<file path="src/lvdiv_defs.vh">
// constants for the high-speed channel clock divider block
`ifndef LVDIV_DEFS_VH
`define LVDIV_DEFS_VH
`define LVDIV_ADDR_W 9
`define LVDIV_DATA_W 8
`define LVDIV_CNT_W 5
`define LVDIV_OFF_C0_CYC 9'h190
`define LVDIV_OFF_C0_CTL 9'h191
`define LVDIV_OFF_C0_RTE 9'h192
`define LVDIV_OFF_C1_CYC 9'h196
`define LVDIV_OFF_C1_CTL 9'h197
`define LVDIV_OFF_C1_RTE 9'h198
`define LVDIV_OFF_STAT 9'h1F0
`define LVDIV_LOW_HI 7
`define LVDIV_LOW_LO 4
`define LVDIV_HIGH_HI 3
`define LVDIV_HIGH_LO 0
`define LVDIV_BYP_BIT 7
`define LVDIV_NOSYNC_BIT 6
`define LVDIV_FORCE_BIT 5
`define LVDIV_START_BIT 4
`define LVDIV_PHASE_HI 3
`define LVDIV_PHASE_LO 0
`define LVDIV_DIRECT_BIT 1
`define LVDIV_DUTY_CORRECTION_DISABLE_BIT 0
`define LVDIV_RTE_MASK 8'h03
`define LVDIV_C0_CYC_RST 8'h00
`define LVDIV_C0_CTL_RST 8'h80
`define LVDIV_C0_RTE_RST 8'h00
`define LVDIV_C1_CYC_RST 8'h00
`define LVDIV_C1_CTL_RST 8'h00
`define LVDIV_C1_RTE_RST 8'h00
`define LVDIV_SRC_EXT 2'h0
`define LVDIV_SRC_NONE 2'h1
`define LVDIV_SRC_OSC 2'h2
`define LVDIV_ST_IDLE 2'h0
`define LVDIV_ST_HOLD 2'h1
`define LVDIV_ST_RUN 2'h2
`define LVDIV_ST_FORCE 2'h3
`endif

</file>
<file path="src/lvdiv_sync.v">
// qualification of the chip-level sync request for both channel dividers
`timescale 1ns/1ns
`include "lvdiv_defs.vh"
module lvdiv_sync
(
  input wire core_clk,
  input wire rst_n,
  input wire sync_hold,
  input wire [1:0] nosync,
  input wire seen_clr,
  output wire [1:0] hold,
  output wire [1:0] force_now,
  output wire sync_seen
);
  reg sync_d_ff;
  reg seen_ff;
  wire nxt_seen;

  assign hold = {2{sync_hold}} & ~nosync;
  assign force_now = {2{sync_hold}} & nosync;

  // sticky flag; a new request in the clearing cycle wins
  assign nxt_seen = (sync_hold & ~sync_d_ff) | (seen_ff & ~seen_clr);

  always @(posedge core_clk or negedge rst_n)
  begin
    if (!rst_n)
    begin
      sync_d_ff <= 1'b0;
      seen_ff <= 1'b0;
    end
    else
    begin
      sync_d_ff <= sync_hold;
      seen_ff <= nxt_seen;
    end
  end

  assign sync_seen = seen_ff;
endmodule

</file>
<file path="src/lvdiv_route.v">
// output pair source selection and retiming for one channel
`timescale 1ns/1ns
`include "lvdiv_defs.vh"
module lvdiv_route
(
  input wire core_clk,
  input wire rst_n,
  input wire div_level,
  input wire bypass,
  input wire direct,
  input wire [1:0] src_select,
  input wire dcc_off,
  input wire div_in_tick,
  input wire div_in_level,
  input wire osc_level,
  input wire ext_clk_level,
  output wire pair_out
);
  reg out_ff;
  reg nxt_out;
  reg from_div;

  always @*
  begin
    from_div = 1'b0;
    if (direct && src_select == `LVDIV_SRC_OSC)
      nxt_out = osc_level;
    else if (direct && src_select == `LVDIV_SRC_EXT)
      nxt_out = ext_clk_level;
    else if (bypass)
      nxt_out = div_in_level;
    else
    begin
      nxt_out = div_level;
      from_div = 1'b1;
    end
  end

  // correction retimes on input tick
  // retiming costs one input cycle of latency, traded for clean edges
  always @(posedge core_clk or negedge rst_n)
  begin
    if (!rst_n)
      out_ff <= 1'b0;
    else if (!(from_div && !dcc_off) || div_in_tick)
      out_ff <= nxt_out;
  end

  assign pair_out = out_ff;
endmodule

</file>
<file path="src/lvdiv_top.v">
// two high-speed channel clock dividers with their register file
// How it works
// - output stays low for low-cycle field plus one input cycles
// - output stays high for high-cycle field plus one input cycles
// - bypass powers divider down and passes its input clock through
// - channel 0 resets into bypass, channel 1 resets in use
// - nosync clear obeys chip sync, nosync set turns chip sync into forcing
// - while forcing, output equals force bit, high or low
// - start bit picks the level the divider begins toggling at
// - four-bit phase offset delays the waveform start in input cycles
// - direct bit routes oscillator or external clock to the pair
// - duty correction runs while its disable bit is clear
// - channel 1 has its own cycle, bypass, nosync, force controls
//
// Local design decision: the address-and-strobe port.
`timescale 1ns/1ns
`include "lvdiv_defs.vh"
module lvdiv_top
#(
  parameter CNT_W = `LVDIV_CNT_W
)
(
  input wire core_clk,
  input wire rst_n,
  input wire [`LVDIV_ADDR_W-1:0] reg_addr,
  input wire [`LVDIV_DATA_W-1:0] reg_wdata,
  input wire reg_wr,
  input wire reg_rd,
  output wire [`LVDIV_DATA_W-1:0] reg_rdata,
  input wire div_in_tick,
  input wire div_in_level,
  input wire osc_level,
  input wire ext_clk_level,
  input wire [1:0] src_select,
  input wire sync_hold,
  output wire pair0_output_a,
  output wire pair0_output_b,
  output wire pair1_output_a,
  output wire pair1_output_b,
  output wire [1:0] dcc_active
);
  // configuration registers
  reg [7:0] c0_cyc_ff;
  reg [7:0] c0_ctl_ff;
  reg [7:0] c0_rte_ff;
  reg [7:0] c1_cyc_ff;
  reg [7:0] c1_ctl_ff;
  reg [7:0] c1_rte_ff;
  reg [7:0] rdata_ff;
  reg [7:0] nxt_rdata;

  // per channel views of the registers
  wire [7:0] cyc_w [0:1];
  wire [7:0] ctl_w [0:1];
  wire [7:0] rte_w [0:1];
  wire [1:0] nosync_w;
  wire [1:0] hold_w;
  wire [1:0] force_w;
  wire [1:0] lvl_w;
  wire [1:0] run_w;
  wire [1:0] pair_w;
  wire sync_seen_w;
  wire stat_clr;

  // duration in ticks minus one for a given level
  function [CNT_W-1:0] dur;
    input lvl;
    input [7:0] cyc;
    begin
      if (lvl)
        dur = {{(CNT_W-4){1'b0}}, cyc[`LVDIV_HIGH_HI:`LVDIV_HIGH_LO]};
      else
        dur = {{(CNT_W-4){1'b0}}, cyc[`LVDIV_LOW_HI:`LVDIV_LOW_LO]};
    end
  endfunction

  // first load: starting level time plus phase offset
  function [CNT_W-1:0] first_load;
    input [7:0] cyc;
    input [7:0] ctl;
    reg [CNT_W-1:0] ph;
    begin
      ph = {{(CNT_W-4){1'b0}}, ctl[`LVDIV_PHASE_HI:`LVDIV_PHASE_LO]};
      first_load = dur(ctl[`LVDIV_START_BIT], cyc) + ph;
    end
  endfunction

  assign cyc_w[0] = c0_cyc_ff;
  assign cyc_w[1] = c1_cyc_ff;
  assign ctl_w[0] = c0_ctl_ff;
  assign ctl_w[1] = c1_ctl_ff;
  assign rte_w[0] = c0_rte_ff;
  assign rte_w[1] = c1_rte_ff;
  assign nosync_w = {c1_ctl_ff[`LVDIV_NOSYNC_BIT], c0_ctl_ff[`LVDIV_NOSYNC_BIT]};

  // register writes, one byte per address
  always @(posedge core_clk or negedge rst_n)
  begin
    if (!rst_n)
    begin
      c0_cyc_ff <= `LVDIV_C0_CYC_RST;
      c0_ctl_ff <= `LVDIV_C0_CTL_RST;
      c0_rte_ff <= `LVDIV_C0_RTE_RST;
      c1_cyc_ff <= `LVDIV_C1_CYC_RST;
      c1_ctl_ff <= `LVDIV_C1_CTL_RST;
      c1_rte_ff <= `LVDIV_C1_RTE_RST;
    end
    else if (reg_wr)
    begin
      case (reg_addr)
        `LVDIV_OFF_C0_CYC: c0_cyc_ff <= reg_wdata;
        `LVDIV_OFF_C0_CTL: c0_ctl_ff <= reg_wdata;
        `LVDIV_OFF_C0_RTE: c0_rte_ff <= reg_wdata & `LVDIV_RTE_MASK;
        `LVDIV_OFF_C1_CYC: c1_cyc_ff <= reg_wdata;
        `LVDIV_OFF_C1_CTL: c1_ctl_ff <= reg_wdata;
        `LVDIV_OFF_C1_RTE: c1_rte_ff <= reg_wdata & `LVDIV_RTE_MASK;
        default: c0_cyc_ff <= c0_cyc_ff;
      endcase
    end
  end

  // any write to the status address clears the sticky sync flag
  assign stat_clr = reg_wr && (reg_addr == `LVDIV_OFF_STAT);

  // read mux; unmapped addresses read zero
  always @*
  begin
    case (reg_addr)
      `LVDIV_OFF_C0_CYC: nxt_rdata = c0_cyc_ff;
      `LVDIV_OFF_C0_CTL: nxt_rdata = c0_ctl_ff;
      `LVDIV_OFF_C0_RTE: nxt_rdata = c0_rte_ff;
      `LVDIV_OFF_C1_CYC: nxt_rdata = c1_cyc_ff;
      `LVDIV_OFF_C1_CTL: nxt_rdata = c1_ctl_ff;
      `LVDIV_OFF_C1_RTE: nxt_rdata = c1_rte_ff;
      `LVDIV_OFF_STAT: nxt_rdata = {3'h0, sync_seen_w, run_w, lvl_w};
      default: nxt_rdata = 8'h00;
    endcase
  end

  // read data valid only in the cycle after the strobe
  always @(posedge core_clk or negedge rst_n)
  begin
    if (!rst_n)
      rdata_ff <= 8'h00;
    else if (reg_rd)
      rdata_ff <= nxt_rdata;
    else
      rdata_ff <= 8'h00;
  end

  assign reg_rdata = rdata_ff;

  lvdiv_sync u_sync
  (
    .core_clk(core_clk),
    .rst_n(rst_n),
    .sync_hold(sync_hold),
    .nosync(nosync_w),
    .seen_clr(stat_clr),
    .hold(hold_w),
    .force_now(force_w),
    .sync_seen(sync_seen_w)
  );

  genvar gi;
  generate
    for (gi = 0; gi < 2; gi = gi + 1)
    begin : g_ch
      reg [1:0] st_ff;
      reg [1:0] nxt_st;
      reg [CNT_W-1:0] cnt_ff;
      reg [CNT_W-1:0] nxt_cnt;
      reg lvl_ff;
      reg nxt_lvl;
      wire byp;
      wire start_lvl;

      assign byp = ctl_w[gi][`LVDIV_BYP_BIT];
      assign start_lvl = ctl_w[gi][`LVDIV_START_BIT];

      // divider state machine; bypass wins over everything
      always @*
      begin
        nxt_st = st_ff;
        nxt_cnt = cnt_ff;
        nxt_lvl = lvl_ff;
        case (st_ff)
          `LVDIV_ST_IDLE:
          begin
            nxt_lvl = 1'b0;
            nxt_cnt = {CNT_W{1'b0}};
            if (!byp)
            begin
              nxt_st = `LVDIV_ST_RUN;
              nxt_lvl = start_lvl;
              nxt_cnt = first_load(cyc_w[gi], ctl_w[gi]);
            end
          end
          `LVDIV_ST_HOLD:
          begin
            nxt_lvl = start_lvl;
            if (byp)
              nxt_st = `LVDIV_ST_IDLE;
            else if (!hold_w[gi])
            begin
              nxt_st = `LVDIV_ST_RUN;
              nxt_cnt = first_load(cyc_w[gi], ctl_w[gi]);
            end
          end
          `LVDIV_ST_RUN:
          begin
            if (byp)
              nxt_st = `LVDIV_ST_IDLE;
            else if (hold_w[gi])
              nxt_st = `LVDIV_ST_HOLD;
            else if (force_w[gi])
              nxt_st = `LVDIV_ST_FORCE;
            else if (div_in_tick)
            begin
              if (cnt_ff == {CNT_W{1'b0}})
              begin
                nxt_lvl = ~lvl_ff;
                nxt_cnt = dur(~lvl_ff, cyc_w[gi]);
              end
              else
                nxt_cnt = cnt_ff - {{(CNT_W-1){1'b0}}, 1'b1};
            end
          end
          `LVDIV_ST_FORCE:
          begin
            nxt_lvl = ctl_w[gi][`LVDIV_FORCE_BIT];
            if (byp)
              nxt_st = `LVDIV_ST_IDLE;
            else if (!force_w[gi])
            begin
              nxt_st = `LVDIV_ST_RUN;
              nxt_lvl = start_lvl;
              nxt_cnt = first_load(cyc_w[gi], ctl_w[gi]);
            end
          end
          default:
            nxt_st = `LVDIV_ST_IDLE;
        endcase
      end

      // divider state, counter and level flops
      always @(posedge core_clk or negedge rst_n)
      begin
        if (!rst_n)
        begin
          st_ff <= `LVDIV_ST_IDLE;
          cnt_ff <= {CNT_W{1'b0}};
          lvl_ff <= 1'b0;
        end
        else
        begin
          st_ff <= nxt_st;
          cnt_ff <= nxt_cnt;
          lvl_ff <= nxt_lvl;
        end
      end

      assign lvl_w[gi] = lvl_ff;
      assign run_w[gi] = (st_ff == `LVDIV_ST_RUN);
      assign dcc_active[gi] = ~rte_w[gi][`LVDIV_DUTY_CORRECTION_DISABLE_BIT];

      lvdiv_route u_route
      (
        .core_clk(core_clk),
        .rst_n(rst_n),
        .div_level(lvl_ff),
        .bypass(byp),
        .direct(rte_w[gi][`LVDIV_DIRECT_BIT]),
        .src_select(src_select),
        .dcc_off(rte_w[gi][`LVDIV_DUTY_CORRECTION_DISABLE_BIT]),
        .div_in_tick(div_in_tick),
        .div_in_level(div_in_level),
        .osc_level(osc_level),
        .ext_clk_level(ext_clk_level),
        .pair_out(pair_w[gi])
      );
    end
  endgenerate

  // both outputs of a pair share one divider
  assign pair0_output_a = pair_w[0];
  assign pair0_output_b = pair_w[0];
  assign pair1_output_a = pair_w[1];
  assign pair1_output_b = pair_w[1];
endmodule

</file>
<file path="config.mk">
export PLATFORM = sky130hd
export DESIGN_NAME = lvdiv_top
export DESIGN_NICKNAME = d
export VERILOG_FILES = /design/src/lvdiv_sync.v /design/src/lvdiv_route.v /design/src/lvdiv_top.v
export VERILOG_INCLUDE_DIRS = /design/src
export SDC_FILE = /design/constraint.sdc
export NUM_CORES = 1
export LEC_CHECK = 0
export BUFFER_PORTS_ARGS = -buffer_cell sky130_fd_sc_hd__buf_2
export CAP_MARGIN = 20
export CORE_ASPECT_RATIO = 1.2
export CORE_MARGIN = 2
export CORE_UTILIZATION = 50
export DETAILED_ROUTE_END_ITERATION = 10
export PLACE_DENSITY = 0.7
export SYNTH_ARGS = -nofsm -noshare
export SYNTH_HDL_FRONTEND = slang
export SYNTH_SLANG_ARGS = --single-unit
</file>
<file path="constraint.sdc">
create_clock -name core_clk -period 5.5 [get_ports core_clk]
set_input_delay 1.375 -clock core_clk [delete_from_list [all_inputs] [get_ports core_clk]]
set_output_delay 1.375 -clock core_clk [all_outputs]
set_load 0.01 [all_outputs]
</file>
# [After elaboration in Yosys (flattened, before gate mapping)]
# Index checks and enable logic that the tools add are counted.
[op_classes] n_mux=92 addsub=8 n_reduce_logical=30 n_bitwise=12 n_eq_ne=40
[ops] operator="$mux W5" count=36
[ops] operator="$eq A9 B9 Y1 const B" count=7
[ops] operator="$pmux W8 S7" count=1
[ops] operator="$pmux W5 S4" count=2
[ops] operator="$ne A2 B2 Y1 const B" count=18
[ops] operator="$mux W2" count=16
[ops] operator="$add A5 B4 Y5" count=6
[ops] operator="$mux W1" count=28
[ops] operator="$mux W4" count=4
[ops] operator="$pmux W2 S4" count=2
[ops] operator="$reduce_and A8 Y1" count=2
[ops] operator="$ne A3 B3 Y1 const B" count=4
[ops] operator="$reduce_and A2 Y1" count=6
[ops] operator="$eq A2 B2 Y1 const B" count=5
[ops] operator="$logic_not A5 Y1" count=2
[ops] operator="$reduce_and A5 Y1" count=2
[ops] operator="$sub A5 B1 Y5 const B" count=2
[ops] operator="$mux W8" count=1
[ops] operator="$ne A4 B4 Y1 const B" count=2
[ops] operator="$pmux W1 S4" count=2
[ops] operator="$reduce_and A4 Y1" count=2
[ops] operator="$logic_and A1 B1 Y1" count=7
[ops] operator="$logic_not A2 Y1" count=3
[ops] operator="$not A1 Y1" count=6
[ops] operator="8 further kinds" count=16
[totals] out_inout_bits=14 inputBits=28 elab_cells=199 regBits=64

# [Logic depth before layout (Yosys ltp)]
# Gate-level depths: netlist (run 1).
[depth] word_depth=9 ltp_mapped=9 mapped_depth_nobuf=8

# [Modules after synthesis]
# Synthesis (run 1) repeated with hierarchy kept, for this count alone.
[unflattened] hier_cells=378 area_unflattened_um2=3945.0
[by_module_without_submodules] mod="lvdiv_top" cells_each=351 n_inst=1 seq_area_each_um2=1502.7 area_each_um2=3702.3
[by_module_without_submodules] mod="lvdiv_route" cells_each=9 n_inst=2 seq_area_each_um2=25.0 area_each_um2=75.1
[by_module_without_submodules] mod="lvdiv_sync" cells_each=9 n_inst=1 seq_area_each_um2=50.0 area_each_um2=92.6

# [Worst setup path before layout (run 1)]
# Ideal clock, no wire load.
[synth_timing] kind="input-to-reg" startpoint="input port sync_hold" endpoint="register g_ch[1].cnt_ff[0]" setup_time_ns=0.125 t_arrival_ns=2.519 required_time_ns=5.375 n_path_buf=1 slack_ns=2.856 stages=5 cell_sequence="buf_2 -> nand2b_1 -> a21boi_0 -> o21a_1 -> mux2_2"
[synth_via] elab_chain_len=3 elab_cells_between_ends=7 cone_classes="eq/ne: 4; bitwise: 2; reduce/logical: 1"
[synth_lines] item="from (decl)" line_no="lvdiv_top.v:35" text="input wire sync_hold,"
[synth_lines] item="$and A2 B2 Y2 (on tied branches)" line_no="lvdiv_sync.v:20, lvdiv_sync.v:19"
[synth_lines] item="$ne A2 B2 Y1 (no line)"
[synth_lines] item="$reduce_and A8 Y1 (no line) *"
[synth_lines] item="to (signal assigned)" line_no="lvdiv_top.v:252" text="cnt_ff <= {CNT_W{1'b0}};"
[synth_lines] item="to (signal assigned)" line_no="lvdiv_top.v:258" text="cnt_ff <= nxt_cnt;"
[synth_lines] item="to (decl)" line_no="lvdiv_top.v:171" text="reg [CNT_W-1:0] cnt_ff;"
# Mark *: on every way between the ends. The rest lies on a longest branch, timed or not.
# A chain may end at the register's enable or synchronous reset.

# [Worst setup path after layout (run 1)]
[layout_timing] startpoint="input port reg_addr[3]" endpoint="register c1_cyc_ff[7]"
[layout_via] elab_chain_len=2
[layout_lines] item="from (decl)" line_no="lvdiv_top.v:25" text="input wire [`LVDIV_ADDR_W-1:0] reg_addr,"
[layout_lines] item="$eq A9 B9 Y1" line_no="lvdiv_top.v:110" text="case (reg_addr)"
[layout_lines] item="$reduce_and A2 Y1 (no line)"
[layout_lines] item="to (signal assigned)" line_no="lvdiv_top.v:104" text="c1_cyc_ff <= `LVDIV_C1_CYC_RST;"
[layout_lines] item="to (signal assigned)" line_no="lvdiv_top.v:114" text="`LVDIV_OFF_C1_CYC: c1_cyc_ff <= reg_wdata;"
[layout_lines] item="to (decl)" line_no="lvdiv_top.v:46" text="reg [7:0] c1_cyc_ff;"
# No other way between the ends.

==> results of run 1 <==
-- final cells by class --
cell class                 instances  area (µm²)
timing repair buffer              43         218
tap                               92         115
inverter                          22        82.6
clock buffer                      14         173
multi-input combinational        270        2090
fill                             655        3300
sequential                        64        1600
-- per-stage QoR --
| step | total power, mW | instances | hold WS [ns] |
|---|---|---|---|
| floorplan | 0.978 | 377 | 0.467 |
| global placement | 1.08 | 490 | 0.492 |
| detailed placement | 1.10 | 490 | 0.503 |
| CTS | 1.47 | 504 | 0.525 |
| global route | 1.55 | 505 | 0.551 |
| finish | 1.46 | 505 | 0.521 |
-- power groups by stage --
stage | logic [mW] | clock network, mW | registers, mW
floorplan | 0.408 | 0 | 0.571
global placement | 0.461 | 0 | 0.620
detailed placement | 0.475 | 0 | 0.623
CTS | 0.478 | 0.373 | 0.614
global route | 0.534 | 0.395 | 0.625
finish | 0.477 | 0.365 | 0.615
-- per-layer routing --
layer / track usage / part of all wire / vias up
li1: - / - / 1446
met1: 0.298 / 0.42 / 1477
met2: 0.397 / 0.51 / 90
met3: 0.0469 / 0.046 / 22
met4: 0.120 / 0.033 / 0
met5: 0 / 0 / -
-- state kept, by name, summed over array words and instances (netlist names) --
register	cells
c1_cyc_ff	8
u_sync.sync_d_ff	1
c0_rte_ff	2
c0_cyc_ff	8
g_ch.st_ff	4
c1_rte_ff	2
g_ch.cnt_ff	10
g_ch.u_route.pair_out	2
u_sync.sync_seen	1
reg_rdata	8
g_ch.lvl_ff	2
c0_ctl_ff	8
c1_ctl_ff	8
-- worst min-delay path by stage --
stage,from,endpoint,cells past startpoint
6_report,u_sync.sync_seen,u_sync.sync_seen,1
5_1_grt,u_sync.sync_seen,u_sync.sync_seen,1
4_1_cts,u_sync.sync_seen,u_sync.sync_seen,1
3_5_place_dp,u_sync.sync_seen,u_sync.sync_seen,1
3_3_place_gp,u_sync.sync_seen,u_sync.sync_seen,1
2_1_floorplan,u_sync.sync_seen,u_sync.sync_seen,1
-- kinds of logic (layout without fill, tap and decap cells) --
family | count (synthesis) | after routing | synth area share
simple gates | 90 | 90 | 0.127
mux | 64 | 64 | 0.182
flops | 64 | 64 | 0.415
xor+xnor | 9 | 9 | 0.0204
compound gates | 94 | 94 | 0.164
buf+inv | 43 | 79 | 0.0460
fa+ha+maj | 13 | 13 | 0.0460
-- synth_stat cells (all sizes together), types with 2 or more instances --
cell / instances / area share
a31oi: 7 / 0.011
a221oi: 5 / 0.013
buf: 9 / 0.013
a32o: 2 / 0.0052
nand3: 7 / 0.012
a22o: 5 / 0.011
dfrtp: 63 / 0.41
ha: 11 / 0.036
nor3: 9 / 0.016
and2: 5 / 0.0084
o31ai: 3 / 0.0058
mux2: 51 / 0.15
o21ai: 16 / 0.021
nand4: 3 / 0.0049
a211oi: 5 / 0.011
nand2b: 7 / 0.011
nand2: 28 / 0.030
mux2i: 13 / 0.034
clkbuf: 12 / 0.012
and3: 3 / 0.0049
a22oi: 9 / 0.017
nor2: 16 / 0.016
a32oi: 2 / 0.0045
a21o: 5 / 0.0097
o22ai: 2 / 0.0032
a21oi: 22 / 0.028
nor2b: 4 / 0.0065
fa: 2 / 0.010
o21bai: 5 / 0.0097
xor2: 4 / 0.0091
xnor2: 5 / 0.011
inv: 22 / 0.021
-- placed cells by master, fill, tap and decap left out, types with 4 or more instances in the layout --
cell type,netlist,final
nand2b_1,7,7
nor2b_1,4,4
mux2_2,51,51
clkbuf_8,0,12
a211oi_1,4,4
a221oi_1,4,4
a22oi_1,9,9
mux2i_1,13,13
a31oi_1,7,7
o21bai_1,5,5
xnor2_1,5,5
xor2_1,4,4
dfrtp_1,63,63
buf_2,7,41
ha_1,11,11
a21o_1,5,5
and2_1,4,4
nor2_1,16,16
nor3_1,6,6
o21ai_0,16,16
a22o_1,5,5
a21oi_1,22,22
nand2_1,26,26
inv_1,22,22
nand3_1,5,5
-- critical path: stages --
cell and delay, ns:
buf_2 0.14, nand2b_1 0.19, nor4_2 0.75, and4_1 0.36, nand2_2 0.16, mux2_2 0.32
==> impl_results.md, run 1 <==
* Worst Clk Skew at 0.00868 ns
* CTS hold repair buffers at 0
* Flop pwr share at 0.422
* Worst Setup SP: reg_addr[3]
* CP Launch Type: input pin
* Hold crit path type: reg -> reg
* Register area share after synthesis at 0.415
* Final setup vio count at 0
* Reg2Reg Depth at 7
* Initial antenna violation count at 0
* Ant diodes at 0
* CP endpoint kind: flop
* Post-CTS Resized at 0
* Worst setup margin at 2.42 ns
* Worst path required time at 5.72 ns
* Clk pwr share at 0.250
* Power per cell area at 341 mW/mm²
* CP Max Fanout at 11
* Switch share at 0.358
* TritonCTS Buffers at 9
* Setup crit end: c1_cyc_ff[7]
* Warnings from Yosys at 0
* Synth cell types at 55
* Vias at 3035
* Pre-antenna DRT Iters at 4
* Worst EP arrival at 3.30 ns
* Vias per std cell at 6.01
* WL/cell at 19.1 µm
* Die width at 84.3 µm
* First-pass GRT wire length at 15.5 mm
* Clock Sinks at 64
* Status: finished clean
* EDFF count, synth at 0
* Part of the power in combinational logic at 0.327
* Sw Pwr at 0.521 mW
* Post-layout instance area at 0.00428 mm²
* Remaining antenna violation count at 0
* Core box area at 0.00758 mm²
* Nets at 451
* Routability Congestion at 0.901
* Die Height at 100 µm
* Period utilization at 0.560
* # IOs at 42
* Grt total ovfl at 0
* Pins Over Slew Limit at 0
* Max Root-Sink Buffers at 2
* Slew at the pin closest to its max-slew limit at 0.985 ns
* Max Cap Viol at 0
* Total track usage at 0.239
* FMAX at 325 MHz
* Synthesized netlist net count at 418
* Avg Inst Size Synth at 10.3 µm²
* Post-DP Area at 0.00410 mm²
* Pint at 0.936 mW
* Main synth FF type: dfrtp_1
* Vias in the first global route at 3005
* Die area at 0.00845 mm²
* Area delta synth->final at 10.6%
* # port buffers at 41
* Final Hold Vio Count at 0
* Seq cells post-synth at 64
* Site Rows at 35
* RSZ-0062 raised after global routing: false
* LEAKAGE at 2.07 nW
* Slew headroom at 0.338
* CTS clk-pin slew, worst paths at 0.06 ns
* Reg2Reg Capture Point: g_ch[0].cnt_ff[3]
* R2R Path Start: c0_ctl_ff[4]
* Reg-to-reg slack, setup at 3.20 ns
* Final core occ at 0.564
* DRT iter0 DRCs at 195
* Worst-Skew Late Latency at 0.35 ns
* Drt total wl at 9.63 mm
* Max rail drop VDD at 206 µV
* H-tree Lvls at 3
* Async SR Flop Fraction at 1.00
* Share of layout cells above drive strength 1 at 0.286
* Minimum clock period after layout at 3.08 ns
* Post-CTS Setup Bufs at 0
* Place WS at 2.06 ns
* DRC Markers at 0
* Crit Path Category: in -> reg
* Post-route setup TNS at 0 ns
* Largest net degree at the start of global routing at 65
* Cell count after synthesis at 377
* Netlist Area Pre-Place at 0.00387 mm²
* CTS Root Cell: clkbuf_8
* HPWL after detailed placement at 7.22 mm
* CTS tree: built
* Initial Utilization at 0.510
Note: power is estimated with default switching activity, not from simulation.
==> run 2, diff against run 1 <==
PLACE_DENSITY = 0.72   (was 0.7)
clock period = 2.6 ns   (was 5.5 ns; I/O delays follow)
==> run 2 against run 1 <==
Compared with the run above:
- die area did not move
- critical path depth is 1 higher
- flip-flop and latch count is the same
- combinational power increased by 110%
- setup slack got worse by 2.0 ns
- wire length grew 3.8%
- sequential power increased by 110%
- clock skew up 0.0013 ns
- cell count up 0.79%
- register-to-register slack lost 2.8 ns
- power up 120%
- first-iteration DRC count grew 1.5%
==> impl_results.md, run 2 (same netlist as run 1, synthesis figures left out) <==
* Commonest cells after routing, fill and taps aside: dfrtp_1, mux2_2, buf_2, nand2_1 (unchanged)
* HPWL after detailed placement at 7.48 mm (was 7.22 mm)
* Ant diodes at 0 (unchanged)
* Slowest CP cell: dfrtp_1 (was nor4_2)
* Worst setup margin at 0.404 ns (was 2.42 ns)
* Slew headroom at 0.597 (was 0.338)
* TritonCTS Buffers at 9 (unchanged)
* Met2 Use GR at 0.413 (was 0.397)
* Final core occ at 0.572 (was 0.564)
* Pins Over Slew Limit at 0 (unchanged)
* DRC Markers at 0 (unchanged)
* Part of the power in combinational logic at 0.317 (was 0.327)
* Max FFs per register at 10 (unchanged)
* Worst-Skew Late Latency at 0.35 ns (about the same)
* Largest net degree at the start of global routing at 43 (was 65)
* CTS clk-pin slew, worst paths at 0.08 ns (was 0.06 ns)
* Status: finished clean (unchanged)
* CP endpoint kind: flop (unchanged)
* H-tree Lvls at 3 (unchanged)
* Initial antenna violation count at 0 (unchanged)
* Post-route setup TNS at 0 ns (unchanged)
* LEAKAGE at 2.10 nW (was 2.07 nW)
* Final Hold Vio Count at 0 (unchanged)
* Most common cell after layout, fill and taps aside: dfrtp_1 (unchanged)
* Post-CTS Setup Bufs at 0 (unchanged)
* M3 GR Usage at 0.0625 (was 0.0469)
* Slew at the pin closest to its max-slew limit at 0.602 ns (was 0.985 ns)
* Crit Path Category: reg -> reg (was in -> reg)
* CP Launch Type: flop (was input pin)
* Remaining antenna violation count at 0 (unchanged)
* Period utilization at 0.845
* Flop pwr share at 0.405 (was 0.422)
* CTS hold repair buffers at 0 (unchanged)
* CTS Root Cell: clkbuf_8 (unchanged)
* Reg-to-reg slack, setup at 0.40 ns (was 3.20 ns)
* Minimum clock period after layout at 2.20 ns
* Power per cell area at 739 mW/mm² (was 341 mW/mm²)
* Final setup vio count at 0 (unchanged)
* Routability Congestion at 0.862 (was 0.901)
* Worst EP arrival at 2.41 ns (was 3.30 ns)
* Die Height at 100 µm (unchanged)
* First-pass GRT wire length at 15.9 mm (was 15.5 mm)
* Nets at 453 (was 451)
* Layer with the highest usage: met2 (unchanged)
* Post-CTS Resized at 0 (unchanged)
* Max rail drop VDD at 687 µV (was 206 µV)
* Max Root-Sink Buffers at 2 (unchanged)
* Crit path buffers/inverters at 0 (was 1)
* DRT iter0 DRCs at 198 (was 195)
* Worst path required time at 2.81 ns (was 5.72 ns)
* CP Max Fanout at 8 (was 11)
* Core box area at 0.00758 mm² (unchanged)
* Max Cap Viol at 0 (unchanged)
* Initial Utilization at 0.510 (unchanged)
* CP peak stage delay at 0.49 ns (was 0.75 ns)
* Vias per std cell at 6.12 (was 6.01)
* FMAX at 455 MHz
* Clock Sinks at 64 (unchanged)
* Grt total ovfl at 0 (unchanged)
* Sw Pwr at 1.14 mW (was 0.521 mW)
* Vias at 3115 (was 3035)
* WL/cell at 19.6 µm (was 19.1 µm)
* CTS tree: built (unchanged)
* Share of layout cells above drive strength 1 at 0.293 (was 0.286)
* Pint at 2.06 mW (was 0.936 mW)
* Switch share at 0.357 (was 0.358)
* Die area at 0.00845 mm² (unchanged)
* Biggest register: g_ch.cnt_ff (unchanged)
* Drt total wl at 9.99 mm (was 9.63 mm)
* Pre-antenna DRT Iters at 5 (was 4)
* Worst Clk Skew at 0.00999 ns (was 0.00868 ns)
* Met1 usage in global routing at 0.296 (was 0.298)
* Die width at 84.3 µm (unchanged)
* Crit-path most repeated cell: a21o_1
* CP cell instances: mux2_2 > ha_1 > fa_1 > a21o_1 > a21o_1 > a21oi_1 > o21ai_0 (was buf_2 > nand2b_1 > nor4_2 > and4_1 > nand2_2 > mux2_2)
* Cell family with most CP delay: adder cells (was simple AND/OR/NAND/NOR gates)
* Place WS at 0.405 ns (was 2.06 ns)
* # port buffers at 41 (unchanged)
* Fin Hold WS at 0.277 ns (was 0.521 ns)
* Area delta synth->final at 12.1% (was 10.6%)
* Vias in the first global route at 3077 (was 3005)
* Clk pwr share at 0.277 (was 0.250)
* # IOs at 42 (unchanged)
* Site Rows at 35 (unchanged)
* RSZ-0062 raised after global routing: false (unchanged)
* Hold crit path type: in -> async (was reg -> reg)
* Total track usage at 0.247 (was 0.239)
## run 2: worst paths after layout
| path | start | to | depth (start not counted) |
|---|---|---|---|
| worst max-delay path | c0_ctl_ff[4] | g_ch[0].cnt_ff[4] | 7 |
| worst min register to register | g_ch[1].cnt_ff[0] | g_ch[1].cnt_ff[0] | 1 |
| worst max register to register | c0_ctl_ff[4] | g_ch[0].cnt_ff[4] | 7 |
| worst min-delay path | rst_n | g_ch[1].u_route.pair_out | 1 |
| max in group asynchronous | rst_n | c1_cyc_ff[5] | 2 |
| min in group core_clk | src_select[0] | g_ch[1].u_route.pair_out | 2 |
## run 2: final cells by class
| cell class | instances | area (µm²) |
|---|---|---|
| Clock buffer | 13 | 159 |
| Clock inverter | 3 | 40.0 |
| Fill cell | 692 | 3240 |
| Inverter | 22 | 82.6 |
| Multi-Input combinational cell | 270 | 2090 |
| Sequential cell | 64 | 1600 |
| Tap cell | 92 | 115 |
| Timing Repair Buffer | 45 | 248 |
## run 2: per-stage QoR
step                std cells  power (mW)  cell area [µm²]
floorplan                 377        2.07             3870
global placement          493        2.28             4130
detailed placement        493        2.31             4130
CTS                       509        3.20             4330
global route              509        3.38             4330
finish                    509        3.20             4330
## run 2: power by group through the flow
stage                     clock (mW)  sequential, mW  combinational [mW]
after floorplan                    0            1.21               0.862
after global placement             0            1.31               0.971
after detailed placement           0            1.31               0.996
after CTS                      0.900            1.29                1.00
after global routing           0.941            1.32                1.13
final                          0.888            1.30                1.02
## run 2: metal layers
metal  vias to the layer above  part of all wire
met2                       129              0.50
li1                       1438                 -
met3                        31             0.059
met1                      1517              0.41
met5                         -                 0
met4                         0             0.036
